## config.mk

```make
export PLATFORM = sky130hd
export DESIGN_NAME = rpc_top
export DESIGN_NICKNAME = d
export VERILOG_FILES = /design/src/rpc_pkg.sv /design/src/rpc_fifo.sv /design/src/rpc_top.sv
export SDC_FILE = /design/constraint.sdc
export NUM_CORES = 1
export LEC_CHECK = 0
export CORE_MARGIN = 3
export CORE_UTILIZATION = 60
export CTS_CLUSTER_DIAMETER = 50
export DETAILED_ROUTE_END_ITERATION = 12
export DONT_BUFFER_PORTS = 1
export PLACE_DENSITY_LB_ADDON = 0.05
export SYNTH_ARGS = -nofsm -noshare
export SYNTH_HDL_FRONTEND = slang
export SYNTH_SLANG_ARGS = --single-unit
```

## constraint.sdc

```tcl
create_clock -name hclk -period 24.3 [get_ports hclk]
set_input_delay 2.43 -clock hclk [delete_from_list [all_inputs] [get_ports hclk]]
set_output_delay 2.43 -clock hclk [all_outputs]
set_load 0.02 [all_outputs]
```

## src/rpc_pkg.sv

```systemverilog
// Overview of operation
// - the packet checksum begins at the byte offset in checksum_start_offset, zero meaning the first byte, reset zero.
// - with ip_payload_checksum_adjust clear the reported value is the raw 16-bit ones-complement sum of covered bytes.
// - with vlan_strip_enable set, offset counting and summing run on the frame after the vlan tag is removed.
// - with strip_crc set the trailing four frame check sequence bytes are kept out of the sum.
// - with checksum_report_disable clear the checksum is written to the descriptor in the receive_hash_field slot.
// - three independent offloads exist: packet checksum, ip header check and tcp/udp check; the ip and tcp/udp checks are only enable outputs here.
package rpc_pkg;
    // ----------------------------------------
    // register map
    // ----------------------------------------
    localparam logic [15:0] RPC_CSUM_CTRL_OFS = 16'h5000;
    localparam logic [15:0] RPC_RX_CTRL_OFS = 16'h5004;
    localparam logic [15:0] RPC_STATUS_OFS = 16'h5008;
    localparam logic [31:0] RPC_CSUM_CTRL_RST = 32'h0000_0000;
    localparam int RPC_START_LSB = 0;
    localparam int RPC_ADJUST_BIT = 12;
    localparam int RPC_REPORT_DIS_BIT = 13;
    localparam int RPC_IP_OFLD_BIT = 8;
    localparam int RPC_TU_OFLD_BIT = 9;
    localparam int RPC_RXON_BIT = 0;
    localparam int RPC_VLAN_BIT = 1;
    localparam int RPC_STRIP_BIT = 2;
    localparam logic [3:0] RPC_CRC_BYTES = 4'h4;
    localparam logic [3:0] RPC_VLAN_POS = 4'hc;
    localparam logic [3:0] RPC_VLAN_LEN = 4'h4;

    typedef struct packed {
        logic [7:0] data;
        logic last;
    } rpc_byte_s;

    typedef struct packed {
        logic [15:0] csum;
        logic report;
    } rpc_desc_s;
endpackage

```

## src/rpc_fifo.sv

```systemverilog
`timescale 1ns/1ps
module rpc_fifo #(
    parameter int WIDTH = 9,
    parameter int DEPTH = 32
) (
    input wire logic hclk,
    input wire logic hresetn,
    input wire logic ce,
    input wire logic in_valid,
    output logic in_ready,
    input wire logic [WIDTH-1:0] in_data,
    output logic out_valid,
    input wire logic out_ready,
    output logic [WIDTH-1:0] out_data
);
    localparam int AW = $clog2(DEPTH);
    if (DEPTH < 2 || (1 << AW) != DEPTH) begin : g_depth_check
        $error("depth must be a power of two");
    end
    typedef struct packed {
        logic [DEPTH-1:0][WIDTH-1:0] mem;
        logic [AW:0] wp;
        logic [AW:0] rp;
        logic room;
    } rpc_fifo_s;
    rpc_fifo_s st_q, st_d;
    logic empty;
    // ----------------------------------------
    // pointers
    // ----------------------------------------
    assign empty = st_q.wp == st_q.rp;
    assign in_ready = st_q.room; // registered, so the port comes from a flop
    assign out_valid = !empty;
    assign out_data = st_q.mem[st_q.rp[AW-1:0]];
    // push and pop
    always_comb begin
        st_d = st_q;
        if (in_valid && st_q.room) begin
            st_d.mem[st_q.wp[AW-1:0]] = in_data;
            st_d.wp = st_q.wp + 1'b1;
        end
        if (out_ready && !empty) begin
            st_d.rp = st_q.rp + 1'b1;
        end
        // room follows the next pointers, exact after a push and a pop together
        st_d.room = !((st_d.wp[AW] != st_d.rp[AW]) && (st_d.wp[AW-1:0] == st_d.rp[AW-1:0]));
    end
    always_ff @(posedge hclk or negedge hresetn) begin
        if (!hresetn) begin
            st_q <= '0;
        end else if (ce) begin
            st_q <= st_d;
        end
    end
endmodule // rpc_fifo

```

## src/rpc_top.sv

```systemverilog
// Implementation choice: the AHB-Lite slave port.
`timescale 1ns/1ps
module rpc_top #(
    parameter int FIFO_DEPTH = 32
) (
    input wire logic hclk,
    input wire logic hresetn,
    input wire logic ce,
    input wire logic hsel,
    input wire logic [31:0] haddr,
    input wire logic [1:0] htrans,
    input wire logic hwrite,
    input wire logic [2:0] hsize,
    input wire logic [31:0] hwdata,
    input wire logic hready,
    output logic hreadyout,
    output logic hresp,
    output logic [31:0] hrdata,
    input wire logic rx_valid,
    output logic rx_ready,
    input wire logic [7:0] rx_data,
    input wire logic rx_last,
    output logic desc_valid,
    output logic [15:0] receive_hash_field,
    output logic desc_csum_reported,
    output logic ip_check_en,
    output logic tu_check_en
);
    if (FIFO_DEPTH < 2) begin : g_depth_check
        $error("fifo depth too small");
    end
    typedef enum logic [1:0] {
        RPC_IDLE = 2'b00,
        RPC_RUN = 2'b01,
        RPC_DONE = 2'b11
    } rpc_state_e;
    typedef struct packed {
        logic [31:0] ctrl;
        logic rx_on;
        logic vlan_on;
        logic strip_on;
        logic wr_pend;
        logic [15:0] wr_addr;
        logic [31:0] rdata;
        rpc_state_e fsm;
        logic [15:0] pos;
        logic [16:0] sum;
        logic odd;
        logic [7:0] hi;
        logic [3:0][7:0] tail;
        logic [2:0] tail_n;
        logic dv;
        logic [15:0] dsum;
        logic drep;
        logic [31:0] frames;
    } rpc_top_s;
    rpc_top_s st_q, st_d;
    rpc_pkg::rpc_byte_s fin, fout;
    logic f_valid, f_ready;
    // ----------------------------------------
    // input fifo
    // ----------------------------------------
    assign fin.data = rx_data;
    assign fin.last = rx_last;
    rpc_fifo #(
        .WIDTH(9),
        .DEPTH(FIFO_DEPTH)
    ) u_fifo (
        .hclk(hclk),
        .hresetn(hresetn),
        .ce(ce),
        .in_valid(rx_valid),
        .in_ready(rx_ready),
        .in_data(fin),
        .out_valid(f_valid),
        .out_ready(f_ready),
        .out_data(fout)
    );
    // stall draining while the last result is still pending
    assign f_ready = (st_q.fsm != RPC_DONE);

    // one's complement add of a word with end-around carry
    function automatic logic [16:0] oc_add(input logic [16:0] s, input logic [15:0] w);
        logic [16:0] t;
        t = {1'b0, s[15:0]} + {1'b0, w};
        oc_add = {1'b0, t[15:0]} + {16'h0000, t[16]};
        return {1'b0, oc_add[15:0]};
    endfunction

    // is this byte address one of our registers
    function automatic logic hit(input logic [15:0] a);
        hit = (a == rpc_pkg::RPC_CSUM_CTRL_OFS) || (a == rpc_pkg::RPC_RX_CTRL_OFS)
            || (a == rpc_pkg::RPC_STATUS_OFS);
    endfunction

    logic [7:0] start_ofs;
    logic skip_vlan, covered, in_tail_mode;
    logic [7:0] b_out;
    logic b_emit;
    assign start_ofs = st_q.ctrl[rpc_pkg::RPC_START_LSB +: 8];
    assign in_tail_mode = st_q.strip_on;

    always_comb begin
        st_d = st_q;
        skip_vlan = 1'b0;
        covered = 1'b0;
        b_out = 8'h00;
        b_emit = 1'b0;
        // ----------------------------------------
        // ahb-lite slave, zero wait states
        // ----------------------------------------
        if (st_q.wr_pend) begin
            if (st_q.wr_addr == rpc_pkg::RPC_CSUM_CTRL_OFS) begin
                st_d.ctrl = hwdata;
            end else if (st_q.wr_addr == rpc_pkg::RPC_RX_CTRL_OFS) begin
                st_d.rx_on = hwdata[rpc_pkg::RPC_RXON_BIT];
                st_d.vlan_on = hwdata[rpc_pkg::RPC_VLAN_BIT];
                st_d.strip_on = hwdata[rpc_pkg::RPC_STRIP_BIT];
            end
        end
        st_d.wr_pend = 1'b0;
        if (hsel && hready && htrans[1]) begin
            st_d.wr_pend = hwrite && hit(haddr[15:0]);
            st_d.wr_addr = haddr[15:0];
        end
        // read data moves only on a read, so it stands until the next one
        if (hsel && hready && htrans[1] && !hwrite) begin
            case (haddr[15:0])
                rpc_pkg::RPC_CSUM_CTRL_OFS: begin
                    st_d.rdata = st_q.ctrl;
                end
                rpc_pkg::RPC_RX_CTRL_OFS: begin
                    st_d.rdata = {29'h0, st_q.strip_on, st_q.vlan_on, st_q.rx_on};
                end
                rpc_pkg::RPC_STATUS_OFS: begin
                    st_d.rdata = st_q.frames;
                end
                default: begin
                    st_d.rdata = 32'h0000_0000;
                end
            endcase
        end
        // ----------------------------------------
        // byte stream: position, vlan skip, coverage
        // ----------------------------------------
        st_d.dv = 1'b0;
        if (st_q.fsm == RPC_DONE) begin
            st_d.fsm = RPC_IDLE;
        end
        if (f_valid && f_ready) begin
            // the tag's 4 bytes vanish from the frame when stripping
            skip_vlan = st_q.vlan_on && (st_q.pos >= {12'h000, rpc_pkg::RPC_VLAN_POS})
                && (st_q.pos < {12'h000, rpc_pkg::RPC_VLAN_POS} + {12'h000, rpc_pkg::RPC_VLAN_LEN});
            st_d.pos = st_q.pos + 16'h0001;
            st_d.fsm = RPC_RUN;
            if (!skip_vlan) begin
                // offset counted after tag removal
                covered = ((st_q.pos - (st_q.vlan_on && st_q.pos >= {12'h000, rpc_pkg::RPC_VLAN_POS}
                    ? {12'h000, rpc_pkg::RPC_VLAN_LEN} : 16'h0000)) >= {8'h00, start_ofs});
            end
            // delay line keeps crc bytes out until we know they are not last
            if (covered && in_tail_mode) begin
                st_d.tail = {st_q.tail[2:0], fout.data};
                if (st_q.tail_n == 3'd4) begin
                    b_out = st_q.tail[3];
                    b_emit = 1'b1;
                end else begin
                    st_d.tail_n = st_q.tail_n + 3'd1;
                end
            end else if (covered) begin
                b_out = fout.data;
                b_emit = 1'b1;
            end
        end
        // big-endian word pairing
        if (b_emit) begin
            if (st_q.odd) begin
                st_d.sum = oc_add(st_q.sum, {st_q.hi, b_out});
                st_d.odd = 1'b0;
            end else begin
                st_d.hi = b_out;
                st_d.odd = 1'b1;
            end
        end
        // ----------------------------------------
        // end of frame: pad, report
        // ----------------------------------------
        if (f_valid && f_ready && fout.last) begin
            // raw sum is reported, no adjustment hardware; slot zero when reporting is off
            if (st_q.ctrl[rpc_pkg::RPC_REPORT_DIS_BIT]) begin
                st_d.dsum = 16'h0000;
            end else begin
                st_d.dsum = 16'(st_d.odd ? oc_add(st_d.sum, {st_d.hi, 8'h00}) : st_d.sum);
            end
            st_d.drep = !st_q.ctrl[rpc_pkg::RPC_REPORT_DIS_BIT];
            st_d.dv = 1'b1;
            st_d.fsm = RPC_DONE;
            st_d.pos = 16'h0000;
            st_d.sum = 17'h00000;
            st_d.odd = 1'b0;
            st_d.tail_n = 3'd0;
            st_d.frames = st_q.frames + 32'h0000_0001;
        end
    end

    always_ff @(posedge hclk or negedge hresetn) begin
        if (!hresetn) begin
            st_q <= '0;
            st_q.ctrl <= rpc_pkg::RPC_CSUM_CTRL_RST;
        end else if (ce) begin
            st_q <= st_d;
        end
    end
    // ----------------------------------------
    // outputs, all from flops except hreadyout and hresp, which are tied constants
    // ----------------------------------------
    assign hreadyout = 1'b1;
    assign hresp = 1'b0;
    assign hrdata = st_q.rdata;
    assign desc_valid = st_q.dv;
    assign receive_hash_field = st_q.dsum;
    assign desc_csum_reported = st_q.drep;
    // the other two offloads are independent, enables only
    assign ip_check_en = st_q.ctrl[rpc_pkg::RPC_IP_OFLD_BIT];
    assign tu_check_en = st_q.ctrl[rpc_pkg::RPC_TU_OFLD_BIT];
endmodule // rpc_top

```

==> run summary <==
setup bufs post-CTS: 0
delay of the slowest cell on the worst path: 0.58 ns
die extent in x: 214.0 µm
Max-cap violations: 0
core region area: 42320 µm²
Worst Hold Endpoint: st_q[173]$_DFFE_PN0P_
Post-synth EDFFs: 0
GPL Wtd Cong: 0.8087
area taken by multi-input logic gates: 12100 µm²
Post-CTS Hold Fix Bufs: 0
DR DRC count: 0
total power draw: 2.762 mW
Die H: 214.0 µm
Top Metal Used: met4
clock latency on the worst-skew pair: 0.61 ns
worst-margin pin slew: 1.668 ns
Worst Hold Class: reg -> reg
total CTS buffers: 55
clk sinks: 513
share of cells above drive strength 1: 0.2947
required time worst endpoint: 24.77 ns
initial DRC count: 1143
Seq/Total Area, Yosys: 0.4944
final WL: 55.01 mm
Crit-path slowest cell: or4_4
area post-placement: 25900 µm²
P&R area growth vs syn: 7.141%
Synth cell types: 94
First-pass DRT Iterations: 5
global-route wire length before repair: 89.82 mm
Yosys reg bits: 513
fmax: 87.89 MHz
initial antenna violation count: 0
Reg2Reg Depth: 49
vias per cell: 6.084
met3 wire length: 2.215 mm
root buf cell: clkbuf_16
Hold Path Depth: 2
placed instance count: 2505
Slew Viols, Final: 135
register area: 12840 µm²
RSZ-0062 raised after global routing: no
worst reg2reg startpoint: st_q[118]$_DFFE_PN0P_
via count: 15850
per-cell routed wire length: 21.11 µm
most frequent CP cell: ha_1
hold wc startpoint: st_q[173]$_DFFE_PN0P_
GRT overflow: 0
htree depth: 2
Final WS setup: 12.92 ns
# diodes: 0
CTS tree: yes
crit path capture type: register
leakage power: 12.81 nW
Place WS: 13.06 ns
run status: finished with violations
FP Rows: 75
Final Hold Vio Count: 0
worst-path maximum fanout: 8
metal2 WL: 26.63 mm
hold slack: 0.4681 ns
Syn Nets: 2222
I/O pin cnt: 140
Tcrit/Tclk final: 0.4682
total die area: 45810 µm²
Filler Cell Count: 3232
worst clock skew: 0.02739 ns
power per cell area: 99.29 nW/µm²
Peak VDD IR: 0.07703 mV
worst r2r dst: receive_hash_field[14]$_DFFE_PN0P_
CP Buf/Inv Count: 1
maximum clock path buffer count: 3
Synth Flop Type: dfrtp_1
Synth Cell Area: 25970 µm²
Metal-1 WL: 25.19 mm
clock-pin slew on the worst setup and hold paths: 0.06 ns
Mean Syn Cell Area: 12.44 µm²
largest net degree at the start of global routing: 514
Top delay family on crit path: compound AO/OA/AOI/OAI gates
port buffer count: 0
Slew headroom: -0.1119
CP startpoint kind: register
worst path arrival time: 11.85 ns
# nets final: 2120
DRT antenna net count: 0
Final Util: 0.6574
most frequent cells in the layout: dfrtp_1 (511), mux2_2 (358), nand2_1 (165)
synthesized instance count: 2087
final setup fails: 0
Total Negative Setup Slacks: 0 ns
Synth async-reset ratio: 1.000
total track usage: 0.2415
final worst path period need: 11.38 ns
failing checks: max-slew violations
vias in the first global route: 16070
Synth warnings: 0
dpl hpwl: 36.66 mm
r2r setup slk: 12.92 ns
Resize count post-CTS: 0
commonest non-fill, non-tap cell in the layout: dfrtp_1
Initial Util: 0.6135
Final Non-Filler Cells: 2606
cell area after layout: 27820 µm²
WS Path Type: reg -> reg
==> synthesized netlist by cell type, types with 9 or more instances <==
library cell / count / area [µm²]
clkbuf_1: 94 / 352.8
nor3_1: 18 / 90.09
nand4_1: 23 / 143.9
buf_4: 52 / 390.4
nor2_1: 106 / 397.9
mux4_2: 90 / 2027
mux2_2: 358 / 4031
o31ai_1: 33 / 247.7
a21oi_1: 49 / 245.2
nand3_1: 38 / 190.2
ha_1: 48 / 600.6
inv_1: 41 / 153.9
and3_1: 17 / 106.4
mux2i_1: 46 / 460.4
or3_1: 12 / 75.07
or2_2: 11 / 68.82
nand2b_1: 9 / 56.30
xor2_1: 38 / 332.8
o21ai_1: 9 / 45.04
nand2_1: 165 / 619.3
o21ai_0: 52 / 260.3
a31oi_1: 14 / 87.58
dfrtp_1: 513 / 12840
buf_2: 14 / 70.07
xnor2_1: 65 / 569.3
==> worst reg2reg max path: cells and delay by family (launching register included) <==
| kind | cells | cell delay [ns] |
|---|---|---|
| AO/OA/AOI/OAI | 20 | 3.92 |
| multiplexers | 1 | 0.31 |
| XOR/XNOR | 3 | 0.46 |
| buffers and inverters | 1 | 0.08 |
| adder cells (fa/ha/maj) | 7 | 2.29 |
| flip-flops | 1 | 0.46 |
| AND/OR/NAND/NOR | 17 | 3.74 |
==> area by class of cell <==
cell class	instances	share of cell area
Clock inverter	20	0.009400
Inverter	43	0.005802
Sequential cell	513	0.4616
Timing Repair Buffer	10	0.002698
Tap cell	577	0.02595
Multi-Input combinational cell	1362	0.4350
Clock buffer	81	0.05950
==> flip-flops by register name (all words and copies together) (netlist names) <==
signal / flops
u_fifo.in_ready: 1
hrdata: 32
desc_valid: 1
in_tail_mode: 1
receive_hash_field: 16
ip_check_en: 1
tu_check_en: 1
u_fifo.st_q: 300
desc_csum_reported: 1
st_q: 159
==> report_power, final <==
part           leakage, nW  internal, mW  switching (mW)
Sequential            6.88          1.04           0.147
Combinational         4.98         0.383           0.328
Clock                0.954         0.525           0.342
Total                 12.8          1.95           0.817
==> routing by layer <==
layer / vias up / GRT usage
li1: 7309 / -
met1: 8188 / 0.3438
met2: 280 / 0.3984
met3: 77 / 0.03642
met4: 0 / 0.05537
met5: - / 0
==> worst max path at each step <==
| stage | from | endpoint | cells after the start | slack [ns] |
|---|---|---|---|---|
| 2_1_floorplan | st_q[116]$_DFFE_PN0P_ | receive_hash_field[14]$_DFFE_PN0P_ | 50 | 15.02 |
| 3_3_place_gp | st_q[118]$_DFFE_PN0P_ | receive_hash_field[14]$_DFFE_PN0P_ | 49 | 13.20 |
| 3_5_place_dp | st_q[118]$_DFFE_PN0P_ | receive_hash_field[14]$_DFFE_PN0P_ | 49 | 13.06 |
| 4_1_cts | st_q[118]$_DFFE_PN0P_ | receive_hash_field[14]$_DFFE_PN0P_ | 49 | 12.96 |
| 5_1_grt | st_q[118]$_DFFE_PN0P_ | receive_hash_field[15]$_DFFE_PN0P_ | 49 | 12.03 |
| 6_report | st_q[118]$_DFFE_PN0P_ | receive_hash_field[14]$_DFFE_PN0P_ | 49 | 12.92 |
==> cell families (layout without fill, tap and decap cells) <==
logic type	count (synthesis)	count (layout)	synth area share
compound gates	253	253	0.06818
xor+xnor	103	103	0.03474
fa+ha+maj	50	50	0.02467
buf+inv	212	154	0.03971
flops	513	513	0.4944
mux	495	495	0.2516
other cells	2	2	0.0002892
simple gates	459	459	0.08640
(Power assumes the default switching activity.)
